`src/hw/esi_defines.vh`:
```
// Purpose: Shared constants of the external system interface.
// Assumes: One clk_sys edge per cycle state, eight states per cycle.
// Notes: AXI4-Lite offsets are byte addresses.
// What this block does
// - On bus request, finish the cycle, then float memory outputs and grant in the same state.
// - On request release, drive outputs again, drop grant, resume execution.
// - Program port has 14-bit address and 24-bit two-way data.
// - Program data-access output marks data cycles, timed like select.
// - Program select, write strobe and read strobe, all active low.
// - Program writes carry 24 bits, upper bits from extension register.
// - Data port has 14-bit address and 16-bit two-way data.
// - Data select, write strobe and read strobe, all active low.
// - Peripherals use data memory cycles, strobes and timing.
// - Acknowledge sampled in state 7 of each data memory cycle; missing acknowledge adds whole cycles.
// - Four active-low interrupts, maskable, level or edge, 3 highest.
// - Taken interrupt jumps to vector 0000 to 0003 by level.
// - Nesting lets higher levels preempt; otherwise none during service.
// - Reset clears timing, masks, mode; program address shows 0004.
// - Halt stops at instruction end with external fetch address visible.
// - Halted outputs stay static in state 8 until halt released.
// - Trap asserts trap output, stops in state 8, next address shown.
// - Trap stays until halt seen; stays stopped until halt released.
// - Reset release starts state 5 on a fixed clock edge.
// - Eight states per cycle; clock out high in states 8,1,2,3.
// - Sensitivity bit 0 selects level, 1 selects edge.
// - Service entry masks all, or with nesting equal and lower only.
`ifndef ESI_DEFINES_VH
`define ESI_DEFINES_VH
// Register byte offsets
`define ESI_OFF_MODE   8'h00
`define ESI_OFF_INTERRUPT_ENABLE_MASK  8'h04
`define ESI_OFF_ICFG   8'h08
`define ESI_OFF_PX     8'h0C
`define ESI_OFF_CMD    8'h10
`define ESI_OFF_WDATA  8'h14
`define ESI_OFF_RDATA  8'h18
`define ESI_OFF_STATUS 8'h1C
`define ESI_OFF_LIMIT  8'h20
// Command fields
`define ESI_CMD_KIND_HI 18
`define ESI_CMD_KIND_LO 16
`define ESI_ICFG_NEST   4
// Command kinds
`define ESI_K_PROG_MEM_READ_N 3'h1
`define ESI_K_PROG_MEM_WRITE_N 3'h2
`define ESI_K_DATA_MEM_READ_N 3'h3
`define ESI_K_DATA_MEM_WRITE_N 3'h4
`define ESI_K_TRAP 3'h5
`define ESI_K_RTI  3'h6
// State indices: index n is state n+1
`define ESI_ST_RESET  3'h4
`define ESI_ST_SAMPLE 3'h6
`define ESI_ST_END    3'h7
`define ESI_ST_CKLOW  3'h3
`define ESI_RD_FIRST  3'h1
`define ESI_WR_FIRST  3'h3
`define ESI_WR_LAST   3'h5
// Reset values and response codes
`define ESI_PC_RESET  14'h0004
`define ESI_RESP_OK   2'h0
`define ESI_RESP_ERR  2'h2
`endif

```
`src/hw/esi_top.v`:
```
// Purpose: External memory, bus handover, interrupt and control interface.
// Assumes: clk_sys is the input clock; software issues cycles over AXI.
// Notes: Every cycle is one external access, except a command cycle of kind RTI or an unused kind; no cache, so fetches are seen.
`timescale 1ns/1ns
`default_nettype none
`include "esi_defines.vh"
module esi_top #(
	parameter AW = 14,
	parameter PW = 24,
	parameter DW = 16
) (
	// System
	input  wire          clk_sys,
	input  wire          arst_n,
	// AXI4-Lite slave
	input  wire [7:0]    s_axi_awaddr,
	input  wire          s_axi_awvalid,
	output reg           s_axi_awready,
	input  wire [31:0]   s_axi_wdata,
	input  wire [3:0]    s_axi_wstrb,
	input  wire          s_axi_wvalid,
	output reg           s_axi_wready,
	output reg  [1:0]    s_axi_bresp,
	output reg           s_axi_bvalid,
	input  wire          s_axi_bready,
	input  wire [7:0]    s_axi_araddr,
	input  wire          s_axi_arvalid,
	output reg           s_axi_arready,
	output reg  [31:0]   s_axi_rdata,
	output reg  [1:0]    s_axi_rresp,
	output reg           s_axi_rvalid,
	input  wire          s_axi_rready,
	// Program memory port
	output reg  [AW-1:0] prog_mem_addr,
	output reg           prog_mem_ctl_oe,
	output reg           prog_mem_select_n,
	output reg           prog_mem_read_n,
	output reg           prog_mem_write_n,
	output reg           prog_mem_data_access,
	output reg  [PW-1:0] prog_mem_data_out,
	output reg           prog_mem_data_oe,
	input  wire [PW-1:0] prog_mem_data_in,
	// Data memory port
	output reg  [AW-1:0] data_mem_addr,
	output reg           data_mem_ctl_oe,
	output reg           data_mem_select_n,
	output reg           data_mem_read_n,
	output reg           data_mem_write_n,
	output reg  [DW-1:0] data_mem_data_out,
	output reg           data_mem_data_oe,
	input  wire [DW-1:0] data_mem_data_in,
	input  wire          data_mem_acknowledge,
	// Processor control
	input  wire          bus_request_n,
	output reg           bus_grant_n,
	input  wire [3:0]    irq_n,
	input  wire          halt_n,
	output reg           trap,
	output reg           cycle_clock_out
);
	localparam XW = PW - DW;
	localparam PH_RUN   = 2'h0;
	localparam PH_HALT  = 2'h1;
	localparam PH_TRAP  = 2'h2;
	localparam PH_GRANT = 2'h3;

	// Pin synchronisers: stage one feeds stage two only
	reg [5:0] sync1;
	reg [5:0] sync2;
	reg [3:0] irq_prev;
	always @(posedge clk_sys or negedge arst_n) begin
		if (!arst_n) begin
			sync1    <= 6'h00;
			sync2    <= 6'h00;
			irq_prev <= 4'h0;
		end else begin
			sync1    <= {~bus_request_n, ~halt_n, ~irq_n};
			sync2    <= sync1;
			irq_prev <= sync2[3:0];
		end
	end
	// Stages hold active-high levels and reset to idle, so no false edge
	wire [3:0] irq_lvl = sync2[3:0];
	wire       br_s    = sync2[5];
	wire       halt_s  = sync2[4];

	// Acknowledge synchroniser, active high
	reg ack1;
	reg ack2;
	always @(posedge clk_sys or negedge arst_n) begin
		if (!arst_n) begin
			ack1 <= 1'b0;
			ack2 <= 1'b0;
		end else begin
			ack1 <= data_mem_acknowledge;
			ack2 <= ack1;
		end
	end

	// Software-visible registers and engine state
	reg [3:0]    mode_control_reg;
	reg [3:0]    interrupt_enable_mask;
	reg [4:0]    interrupt_config;
	reg [XW-1:0] prog_word_extension_reg;
	reg [AW-1:0] cmd_addr;
	reg [2:0]    cmd_kind;
	reg          cmd_pend;
	reg [PW-1:0] wr_word;
	reg [PW-1:0] rd_word;
	reg [AW-1:0] pc;
	reg [3:0]    in_service;
	reg [3:0]    edge_lat;
	reg [2:0]    st;
	reg [1:0]    phase;
	reg          wext;
	reg          acc_pm;
	reg          acc_dm;
	reg          acc_rd;
	reg          acc_wr;
	reg          acc_cap;
	reg          trap_armed;

	// Interrupt request per level, gated by mask and service state
	wire [3:0] req;
	genvar gi;
	generate
		for (gi = 0; gi < 4; gi = gi + 1) begin : g_irq
			wire pend = interrupt_config[gi] ? edge_lat[gi] :
				irq_lvl[gi];
			wire free = interrupt_config[`ESI_ICFG_NEST] ?
				((in_service >> gi) == 4'h0) :
				(in_service == 4'h0);
			assign req[gi] = pend & interrupt_enable_mask[gi] & free;
		end
	endgenerate
	// Level 3 wins
	wire [1:0] lvl = req[3] ? 2'h3 : req[2] ? 2'h2 :
		req[1] ? 2'h1 : 2'h0;
	wire [3:0] lvl_bit = 4'h1 << lvl;
	wire [3:0] hi_isr = in_service[3] ? 4'h8 : in_service[2] ? 4'h4 :
		in_service[1] ? 4'h2 : in_service[0] ? 4'h1 : 4'h0;

	// Timing helpers
	wire [2:0] sn  = st + 3'h1;
	wire       ext = (st == `ESI_ST_SAMPLE) ?
		(acc_dm & ~ack2) : wext;
	wire       bnd = (phase == PH_RUN) && (st == `ESI_ST_END) && !wext;

	// AXI write side
	reg        aw_ok;
	reg        w_ok;
	reg [7:0]  aw_a;
	reg [31:0] w_d;
	reg [3:0]  w_s;
	wire       wr_fire = aw_ok & w_ok & ~s_axi_bvalid;
	wire       wr_map  = aw_a < `ESI_OFF_LIMIT;

	// Register view, one word per slot, used for reads and merges
	wire [255:0] view = {
		{16'h0, in_service, 1'b0, phase, trap, cmd_pend, wext, 3'h0,
			st},
		{8'h0, rd_word},
		{8'h0, wr_word},
		{cmd_pend, 12'h0, cmd_kind, 2'h0, cmd_addr},
		{{(32-XW){1'b0}}, prog_word_extension_reg},
		{27'h0, interrupt_config},
		{28'h0, interrupt_enable_mask},
		{28'h0, mode_control_reg}
	};
	wire [31:0] old_w = view[{aw_a[4:2], 5'h0} +: 32];
	wire [31:0] wmask = {{8{w_s[3]}}, {8{w_s[2]}},
		{8{w_s[1]}}, {8{w_s[0]}}};
	wire [31:0] nw = (old_w & ~wmask) | (w_d & wmask);

	// Handshakes for the write channels
	always @(posedge clk_sys or negedge arst_n) begin
		if (!arst_n) begin
			aw_ok <= 1'b0;
			w_ok <= 1'b0;
			aw_a <= 8'h00;
			w_d <= 32'h0;
			w_s <= 4'h0;
			s_axi_awready <= 1'b1;
			s_axi_wready <= 1'b1;
			s_axi_bvalid <= 1'b0;
			s_axi_bresp <= `ESI_RESP_OK;
		end else begin
			if (s_axi_awvalid && s_axi_awready) begin
				aw_ok <= 1'b1;
				aw_a <= s_axi_awaddr;
				s_axi_awready <= 1'b0;
			end
			if (s_axi_wvalid && s_axi_wready) begin
				w_ok <= 1'b1;
				w_d <= s_axi_wdata;
				w_s <= s_axi_wstrb;
				s_axi_wready <= 1'b0;
			end
			if (wr_fire) begin
				aw_ok <= 1'b0;
				w_ok <= 1'b0;
				s_axi_bvalid <= 1'b1;
				s_axi_bresp <= wr_map ? `ESI_RESP_OK : `ESI_RESP_ERR;
			end
			if (s_axi_bvalid && s_axi_bready) begin
				s_axi_bvalid <= 1'b0;
				s_axi_awready <= 1'b1;
				s_axi_wready <= 1'b1;
			end
		end
	end

	// Read channel: one cycle from address to data
	always @(posedge clk_sys or negedge arst_n) begin
		if (!arst_n) begin
			s_axi_arready <= 1'b1;
			s_axi_rvalid <= 1'b0;
			s_axi_rdata <= 32'h0;
			s_axi_rresp <= `ESI_RESP_OK;
		end else if (s_axi_arvalid && s_axi_arready) begin
			s_axi_arready <= 1'b0;
			s_axi_rvalid <= 1'b1;
			if (s_axi_araddr < `ESI_OFF_LIMIT) begin
				s_axi_rdata <= view[{s_axi_araddr[4:2], 5'h0} +: 32];
				s_axi_rresp <= `ESI_RESP_OK;
			end else begin
				s_axi_rdata <= 32'h0;
				s_axi_rresp <= `ESI_RESP_ERR;
			end
		end else if (s_axi_rvalid && s_axi_rready) begin
			s_axi_rvalid <= 1'b0;
			s_axi_arready <= 1'b1;
		end
	end

	// Cycle engine, pins and registers
	always @(posedge clk_sys or negedge arst_n) begin
		if (!arst_n) begin
			mode_control_reg <= 4'h0;
			interrupt_enable_mask <= 4'h0;
			interrupt_config <= 5'h00;
			prog_word_extension_reg <= {XW{1'b0}};
			cmd_addr <= {AW{1'b0}};
			cmd_kind <= 3'h0;
			cmd_pend <= 1'b0;
			wr_word <= {PW{1'b0}};
			rd_word <= {PW{1'b0}};
			pc <= `ESI_PC_RESET;
			in_service <= 4'h0;
			edge_lat <= 4'h0;
			st <= `ESI_ST_RESET;
			phase <= PH_RUN;
			wext <= 1'b0;
			acc_pm <= 1'b0;
			acc_dm <= 1'b0;
			acc_rd <= 1'b0;
			acc_wr <= 1'b0;
			acc_cap <= 1'b0;
			trap_armed <= 1'b0;
			prog_mem_addr <= `ESI_PC_RESET;
			prog_mem_ctl_oe <= 1'b1;
			prog_mem_select_n <= 1'b1;
			prog_mem_read_n <= 1'b1;
			prog_mem_write_n <= 1'b1;
			prog_mem_data_access <= 1'b0;
			prog_mem_data_out <= {PW{1'b0}};
			prog_mem_data_oe <= 1'b0;
			data_mem_addr <= {AW{1'b0}};
			data_mem_ctl_oe <= 1'b1;
			data_mem_select_n <= 1'b1;
			data_mem_read_n <= 1'b1;
			data_mem_write_n <= 1'b1;
			data_mem_data_out <= {DW{1'b0}};
			data_mem_data_oe <= 1'b0;
			bus_grant_n <= 1'b1;
			trap <= 1'b0;
			cycle_clock_out <= 1'b0;
		end else begin
			// Edge latch: a new edge wins over a clear in the same cycle
			edge_lat <= edge_lat | (irq_lvl & ~irq_prev);
			// Software writes; a command is refused while one is pending
			if (wr_fire && wr_map) begin
				case (aw_a)
				`ESI_OFF_MODE:   mode_control_reg <= nw[3:0];
				`ESI_OFF_INTERRUPT_ENABLE_MASK:  interrupt_enable_mask <= nw[3:0];
				`ESI_OFF_ICFG:   interrupt_config <= nw[4:0];
				`ESI_OFF_PX:     prog_word_extension_reg <= nw[XW-1:0];
				`ESI_OFF_WDATA:  wr_word <= nw[PW-1:0];
				`ESI_OFF_CMD: begin
					if (!cmd_pend) begin
						cmd_addr <= nw[AW-1:0];
						cmd_kind <= nw[`ESI_CMD_KIND_HI:`ESI_CMD_KIND_LO];
						cmd_pend <= 1'b1;
					end
				end
				default: ;
				endcase
			end
			case (phase)
			PH_RUN: begin
				st <= sn;
				// Clock out high in states 8,1,2,3
				cycle_clock_out <= (sn == `ESI_ST_END) ||
					(sn < `ESI_ST_CKLOW);
				if (st == `ESI_ST_SAMPLE) begin
					wext <= ext;
					if (!ext && acc_cap) begin
						if (acc_pm) begin
							rd_word <= prog_mem_data_in;
							prog_word_extension_reg <=
								prog_mem_data_in[XW-1:0];
						end else begin
							rd_word <= {{XW{1'b0}}, data_mem_data_in};
						end
					end
				end
				if (bnd) begin
					acc_pm <= 1'b0;
					acc_dm <= 1'b0;
					acc_rd <= 1'b0;
					acc_wr <= 1'b0;
					acc_cap <= 1'b0;
					prog_mem_data_oe <= 1'b0;
					data_mem_data_oe <= 1'b0;
					if (trap_armed) begin
						st <= st;
						trap <= 1'b1;
						trap_armed <= 1'b0;
						phase <= PH_TRAP;
						prog_mem_addr <= pc;
					end else if (br_s) begin
						st <= st;
						phase <= PH_GRANT;
						prog_mem_ctl_oe <= 1'b0;
						data_mem_ctl_oe <= 1'b0;
						bus_grant_n <= 1'b0;
					end else if (halt_s) begin
						st <= st;
						phase <= PH_HALT;
						prog_mem_addr <= pc;
					end else if (|req) begin
						// Vector fetch
						in_service <= in_service | lvl_bit;
						edge_lat <= (edge_lat & ~lvl_bit) |
							(irq_lvl & ~irq_prev);
						prog_mem_addr <= {{(AW-2){1'b0}}, lvl};
						pc <= {{(AW-2){1'b0}}, lvl} + 1'b1;
						prog_mem_select_n <= 1'b0;
						prog_mem_data_access <= 1'b0;
						acc_pm <= 1'b1;
						acc_rd <= 1'b1;
					end else if (cmd_pend) begin
						cmd_pend <= 1'b0;
						case (cmd_kind)
						`ESI_K_PROG_MEM_READ_N, `ESI_K_PROG_MEM_WRITE_N: begin
							prog_mem_addr <= cmd_addr;
							prog_mem_select_n <= 1'b0;
							prog_mem_data_access <= 1'b1;
							prog_mem_data_out <= {prog_word_extension_reg,
								wr_word[DW-1:0]};
							prog_mem_data_oe <= cmd_kind == `ESI_K_PROG_MEM_WRITE_N;
							acc_pm <= 1'b1;
							acc_rd <= cmd_kind == `ESI_K_PROG_MEM_READ_N;
							acc_wr <= cmd_kind == `ESI_K_PROG_MEM_WRITE_N;
							acc_cap <= cmd_kind == `ESI_K_PROG_MEM_READ_N;
						end
						`ESI_K_DATA_MEM_READ_N, `ESI_K_DATA_MEM_WRITE_N: begin
							data_mem_addr <= cmd_addr;
							data_mem_select_n <= 1'b0;
							data_mem_data_out <= wr_word[DW-1:0];
							data_mem_data_oe <= cmd_kind == `ESI_K_DATA_MEM_WRITE_N;
							acc_dm <= 1'b1;
							acc_rd <= cmd_kind == `ESI_K_DATA_MEM_READ_N;
							acc_wr <= cmd_kind == `ESI_K_DATA_MEM_WRITE_N;
							acc_cap <= cmd_kind == `ESI_K_DATA_MEM_READ_N;
						end
						`ESI_K_TRAP: begin
							prog_mem_addr <= pc;
							pc <= pc + 1'b1;
							prog_mem_select_n <= 1'b0;
							prog_mem_data_access <= 1'b0;
							acc_pm <= 1'b1;
							acc_rd <= 1'b1;
							trap_armed <= 1'b1;
						end
						`ESI_K_RTI: in_service <= in_service & ~hi_isr;
						default: ;
						endcase
					end else begin
						// Plain instruction fetch
						prog_mem_addr <= pc;
						pc <= pc + 1'b1;
						prog_mem_select_n <= 1'b0;
						prog_mem_data_access <= 1'b0;
						acc_pm <= 1'b1;
						acc_rd <= 1'b1;
					end
				end else begin
					// Strobe windows; a wait keeps them active
					prog_mem_select_n <= !(acc_pm &&
						(ext || sn != `ESI_ST_END));
					prog_mem_read_n <= !(acc_pm && acc_rd &&
						(ext || (sn >= `ESI_RD_FIRST &&
						sn != `ESI_ST_END)));
					prog_mem_write_n <= !(acc_pm && acc_wr &&
						sn >= `ESI_WR_FIRST && sn <= `ESI_WR_LAST);
					data_mem_select_n <= !(acc_dm &&
						(ext || sn != `ESI_ST_END));
					data_mem_read_n <= !(acc_dm && acc_rd &&
						(ext || (sn >= `ESI_RD_FIRST &&
						sn != `ESI_ST_END)));
					data_mem_write_n <= !(acc_dm && acc_wr &&
						(ext || (sn >= `ESI_WR_FIRST &&
						sn <= `ESI_WR_LAST)));
					if (sn == `ESI_ST_END && !ext)
						prog_mem_data_access <= 1'b0;
				end
			end
			PH_HALT: begin
				// Frozen at state 8
				if (!halt_s)
					phase <= PH_RUN;
			end
			PH_TRAP: begin
				if (halt_s) begin
					trap <= 1'b0;
					phase <= PH_HALT;
				end
			end
			PH_GRANT: begin
				if (!br_s) begin
					phase <= PH_RUN;
					prog_mem_ctl_oe <= 1'b1;
					data_mem_ctl_oe <= 1'b1;
					bus_grant_n <= 1'b1;
				end
			end
			default: phase <= PH_RUN;
			endcase
		end
	end
endmodule // esi_top
`default_nettype wire

```
`config.mk`:
```
export PLATFORM = sky130hd
export DESIGN_NAME = esi_top
export DESIGN_NICKNAME = d
export VERILOG_FILES = /design/src/hw/esi_top.v
export VERILOG_INCLUDE_DIRS = /design/src /design/src/hw
export SDC_FILE = /design/constraint.sdc
export NUM_CORES = 1
export LEC_CHECK = 0
export ABC_AREA = 0
export BUFFER_PORTS_ARGS = -buffer_cell sky130_fd_sc_hd__buf_2
export CORE_MARGIN = 2
export CORE_UTILIZATION = 40
export CTS_CLUSTER_DIAMETER = 120
export DETAILED_ROUTE_END_ITERATION = 10
export PLACE_DENSITY_LB_ADDON = 0.08
export SLEW_MARGIN = 25
export SYNTH_ARGS = -nofsm -noshare
export SYNTH_HDL_FRONTEND = slang
export SYNTH_SLANG_ARGS = --single-unit
export TNS_END_PERCENT = 5
```
`constraint.sdc`:
```
create_clock -name clk_sys -period 2.51 [get_ports clk_sys]
set_clock_uncertainty 0.05 [all_clocks]
set_input_delay 0.3765 -clock clk_sys [delete_from_list [all_inputs] [get_ports clk_sys]]
set_output_delay 0.3765 -clock clk_sys [all_outputs]
set_load 0.02 [all_outputs]
```
**After elaboration in Yosys (flattened, before gate mapping)**

Cells that the tools add are included.

- Output and inout port bits: 123
- Register bits after elaboration: 297
- Bits of input ports: 106

- Equal/unequal tests: 36
- Shifts and indexed selects: 3
- $add $sub $neg: 3
- Reduce and logical (&&, ||, !) cells: 77
- $lt $le $gt $ge: 6
- Multiplexer cells: 156
- Bitwise logic cells: 35

Operator list:

| kind | count |
|---|---|
| 256-bit by 9-bit indexed part select with 24-bit output | 1 |
| 256-bit by 9-bit indexed part select with 32-bit output | 1 |
| 14-bit 2-to-1 mux | 8 |
| 1-bit 2-to-1 mux | 106 |
| 24-bit AND | 2 |
| 8-bit 2-to-1 mux | 6 |
| 4-bit 2-to-1 mux | 10 |
| 32-bit 2-to-1 mux | 1 |
| 14-bit one-hot mux with 2 select lines | 1 |
| 24-bit 2-to-1 mux | 1 |
| 2-bit inequality test (second input constant) | 12 |
| 24-bit NOT | 1 |
| 24-bit bitwise OR | 1 |
| 1-bit logical AND | 23 |
| 2-bit 2-to-1 mux | 11 |
| 2-bit nonzero test | 11 |
| 3-bit equality test (second input constant) | 6 |
| 8-bit by 4-bit equality test with 1-bit output (second input constant) | 2 |
| 8-bit by 5-bit equality test with 1-bit output (second input constant) | 2 |
| 4-bit logical NOT | 4 |
| 8-bit by 6-bit < comparator with 1-bit output (second input constant) | 2 |
| 4-bit NOT | 4 |
| 8-bit AND reduction | 2 |
| 3-bit 2-to-1 mux | 5 |
| 39 further kinds | 93 |

**Depth between registers and ports, before layout**

- Word-level depth: 16
- Mapped depth: 9

**Least setup slack after synthesis**

Ideal clock, no wire load.

- Kind: register to register
- Start point: register st[2]
- End point: register prog_mem_addr[10]
- Slack: -0.019 ns
- Setup time: 0.125 ns
- Cell stages (with the launch flop): 7
- Arrival time: 2.355 ns
- Required time: 2.335 ns
- Cell sequence: dfstp_2 -> ha_1 -> or4b_4 -> clkbuf_1 -> a221oi_2 -> buf_4 -> mux2_2

- Cells in the longest elaborated chain, start to end: 4

Ends and longest elaborated chain:

| item | RTL line | text |
|---|---|---|
| start, declared | esi_top.v:113 | `reg [2:0] st;` |
| start signal, assigned | esi_top.v:251 | `` st <= `ESI_ST_RESET; `` |
| start signal, assigned | esi_top.v:301 | `st <= sn;` |
| start signal, assigned | esi_top.v:326 | `st <= st;` |
| 3-bit equality test (no line) | - |  |
| 1-bit logical AND (2 in a row) | esi_top.v:147 | `` wire bnd = (phase == PH_RUN) && (st == `ESI_ST_END) && !wext; `` |
| 4-bit AND reduction (no line) | - |  |
| end signal, assigned | esi_top.v:260 | `` prog_mem_addr <= `ESI_PC_RESET; `` |
| end signal, assigned | esi_top.v:330 | `prog_mem_addr <= pc;` |
| end signal, assigned | esi_top.v:340 | `prog_mem_addr <= pc;` |
| end, declared | esi_top.v:34 | `output reg [AW-1:0] prog_mem_addr,` |

No other way between the ends.
A chain may end at the register's enable or synchronous reset.

**Final worst setup path**

- Start point: register st[2]
- End point: register prog_mem_data_out[6]

- Cells in the longest elaborated chain, start to end: 4

Ends and longest elaborated chain:

| item | RTL line | text |
|---|---|---|
| 3-bit equality test (no line) | - |  |
| 1-bit logical AND (2 in a row) | esi_top.v:147 |  |
| 8-bit AND reduction (no line) | - |  |
| end signal, assigned | esi_top.v:266 | `prog_mem_data_out <= {PW{1'b0}};` |
| end signal, assigned | esi_top.v:359 | `prog_mem_data_out <= {prog_word_extension_reg,` |
| end, declared | esi_top.v:40 | `output reg [PW-1:0] prog_mem_data_out,` |

No other way between the ends.

==> results.sh <==
export IMPL_ioPinCount=229
export IMPL_synth_top_area_cell="dfrtp_1"
export IMPL_grt_overflow_total=0
export IMPL_p_leak_nw=8.23
export IMPL_finalCritPeriodShare_pct=97.2
export IMPL_min_from="s_axi_rready"
export IMPL_area_growth_syn_to_layout_pct=24.9
export IMPL_grt_busiest_layer="met2"
export IMPL_maxCapViolCount=0
export IMPL_via_count=10200
export IMPL_max_freq_ghz=0.410
export IMPL_dpl_worst_slack_ps=16.2
export IMPL_period_needed_ps=2440
export IMPL_finalNetCount=1526
export IMPL_drc_errors=0
export IMPL_fin_tns_setup_ps=0
export IMPL_arrival_ps=2780
export IMPL_critPathSlowestCell="dfstp_2"
export IMPL_power_mw=16.3
export IMPL_fillers=3152
export IMPL_yosys_cell_types_count=76
export IMPL_largest_reg_flops=25
export IMPL_critPathCaptureType="flop"
export IMPL_startpoint="st[2]$_DFFE_PN1P_"
export IMPL_firstDrtPassIters=5
export IMPL_slew_violations=0
export IMPL_cts_tree="done"
export IMPL_crit_path_max_fanout=24
export IMPL_status="complete, no violations"
export IMPL_dr_first_iter_drc_count=640
export IMPL_initial_core_util_pct=40.5
export IMPL_hold_viol=0
export IMPL_synthArstFlopShare_pct=100
export IMPL_die_area_sq_um=35300
export IMPL_htreeDepth=2
export IMPL_holdWs_ps=17.6
export IMPL_max_vdd_ir_drop_uv=517
export IMPL_synth_flop_cell="dfrtp_1"
export IMPL_fp_coreArea_sq_um=33400
export IMPL_rows=67
export IMPL_netlist_top_cells_count="dfrtp_1 (275), mux2_2 (146), nand2_1 (106)"
export IMPL_ant_nets=0
export IMPL_worst_pin_slew_ps=902
export IMPL_cts_root_buf="clkbuf_16"
export IMPL_synth_edf_count=0
export IMPL_port_buffers=208
export IMPL_setup_viol=0
export IMPL_path_cells="ha_4 -> or4b_4 -> nor3_4 -> nand4_4 -> buf_12 -> mux2_1"
export IMPL_finalWorstSetupSlack_ps=70.4
export IMPL_die_w_um=188
export IMPL_synth_area_leaders="dfrtp_1 (51%), mux2_2 (12%), mux4_2 (4.3%)"
export IMPL_grt_use_met3_pct=3.89
export IMPL_r2r_start="st[2]$_DFFE_PN1P_"
export IMPL_clock_sinks=288
export IMPL_cp_required_ps=2850
export IMPL_relSlewSlack_pct=39.2
export IMPL_yosys_warnings=0
export IMPL_place_congestion=0.844
export IMPL_regMostFlops="s_axi_rdata"
export IMPL_seq_area_frac_synth_pct=53.5
export IMPL_avgViaCountPerCell=5.38
export IMPL_critPathKind="reg -> reg"
export IMPL_critPathLaunchType="flop"
export IMPL_synth_top_area_share_pct=50.9
export IMPL_netlist_area_sq_um=13500
export IMPL_antenna_found_initial=6
export IMPL_synthCells=1151
export IMPL_gr_usage_met2_pct=35.1
export IMPL_clk_latency_ps=510
export IMPL_grt_max_degree=62
export IMPL_rsz0062_at_grt="true"
export IMPL_avgSynthCellArea_sq_um=11.7
export IMPL_r2r_setup_slack_ps=70
export IMPL_worstHoldPathType="in -> reg"
export IMPL_cp_slowest_stage_delay_ps=550
export IMPL_grt_pass1_wl_mm=61.4
export IMPL_die_height_um=188
export IMPL_routed_wl_mm=39.6
export IMPL_power_density_nw_per_um2=966
export IMPL_use_met1_pct=32.6
export IMPL_cts_buffer_depth=3
export IMPL_wire_per_inst_um=21.0
export IMPL_grt_pass1_vias=10100
export IMPL_cts_buffers_inserted=35
export IMPL_seqCellArea_sq_um=7220
export IMPL_multiInputGateArea_sq_um=5850
export IMPL_dp_hpwl_mm=28.9
export IMPL_place_area_sq_um=15500
export IMPL_yosysMostFrequentCell="dfrtp_1"
export IMPL_drive_above_1_share_pct=38.4
export IMPL_clk_pin_slew_ps=60
export IMPL_grt_usage_pct=22.6
export IMPL_design_area_sq_um=16900
export IMPL_ys_ff_latch=288
[kinds of logic after synthesis]
logic type | after synthesis | share of synthesized area, %
flip-flops | 288 | 53.5
AO/OA/AOI/OAI | 237 | 11.0
XOR/XNOR | 3 | 0.195
other | 1 | 0.0278
buffers and inverters | 118 | 3.95
adder cells (fa/ha/maj) | 7 | 0.648
AND/OR/NAND/NOR | 269 | 10.1
multiplexers | 228 | 20.7
[worst max-delay path, delay by kind of cell, from the launching register on]
kind | cells | cell delay, ps
DFF | 1 | 550
adders and majority gates | 1 | 140
buffers and inverters | 1 | 210
and+or+nand+nor | 3 | 1020
muxes | 1 | 320
[path summary, 6_finish.rpt]
| check | cells past startpoint | endpoint |
|---|---|---|
| worst max-delay path | 6 | prog_mem_data_out[6]$_DFFE_PN0P_ |
| worst min-delay path | 2 | s_axi_rvalid$_DFFE_PN0P_ |
| worst max register to register | 6 | prog_mem_data_out[6]$_DFFE_PN0P_ |
| worst min register to register | 0 | sync2[0]$_DFF_PN0_ |
| max in group asynchronous | 3 | pc[2]$_DFFE_PN1P_ |
| min in group asynchronous | 2 | pc[8]$_DFFE_PN0P_ |
[final cells by class]
cell class	instances	area share, %
clock inverter	12	0.972
multi-input combinational	753	34.7
timing repair buffer	295	11.1
sequential	288	42.8
antenna	3	0.0445
tap	448	3.32
clock buffer	51	6.16
inverter	40	0.890
[per-layer routing]
metal | wire (um) | part of all wire, % | up-vias
li1 | - | - | 4707
met1 | 18500 | 47 | 5102
met2 | 18200 | 46 | 296
met3 | 2000 | 5.0 | 61
met4 | 849 | 2.1 | 6
met5 | 32 | 0.081 | -
[through the flow]
step / std cells / utilization, %
after floorplan: 1159 / -
after global placement: 1812 / 46.4
after detailed placement: 1812 / 46.4
after CTS: 1886 / 50.4
after global routing: 1890 / 50.6
final: 1890 / 50.6
[where the power goes]
| group | internal [mW] | switching (mW) | leakage [nW] |
|---|---|---|---|
| logic | 2.18 | 2.57 | 3.98 |
| registers | 5.44 | 0.890 | 3.64 |
| clock network | 3.28 | 1.94 | 0.597 |
| total | 10.9 | 5.40 | 8.23 |
[cell usage in the layout (no fill, tap or decap), drive strengths merged, types with 5 or more instances in the layout]
cell	netlist	final
buf	36	284
dfrtp	275	275
mux2	148	148
nand2	107	107
o21ai	76	76
a21oi	69	69
mux2i	54	54
nor2	54	54
clkbuf	42	51
inv	40	41
nand3	30	30
mux4	26	26
a22oi	18	18
dfstp	13	13
a22o	12	12
o31ai	12	12
dlygate4sd3	0	11
nand4	11	11
nor3	10	10
conb	1	9
or4	9	9
and3	8	8
clkinv	0	7
ha	7	7
nand2b	6	6
nor2b	6	6
o22ai	6	6
a21o	5	5
or3	5	5
[repair_timing]
item / 4_1_cts / 5_1_grt
buffers inserted: 0 / 1
resized for setup: 1 / 10
hold buffers: 11 / 0
hold endpoints to repair: 58 / 0
endpoints found under the setup margin: 1 / 82
pin swaps: 0 / 3
Note: power is estimated with default switching activity, not from simulation.
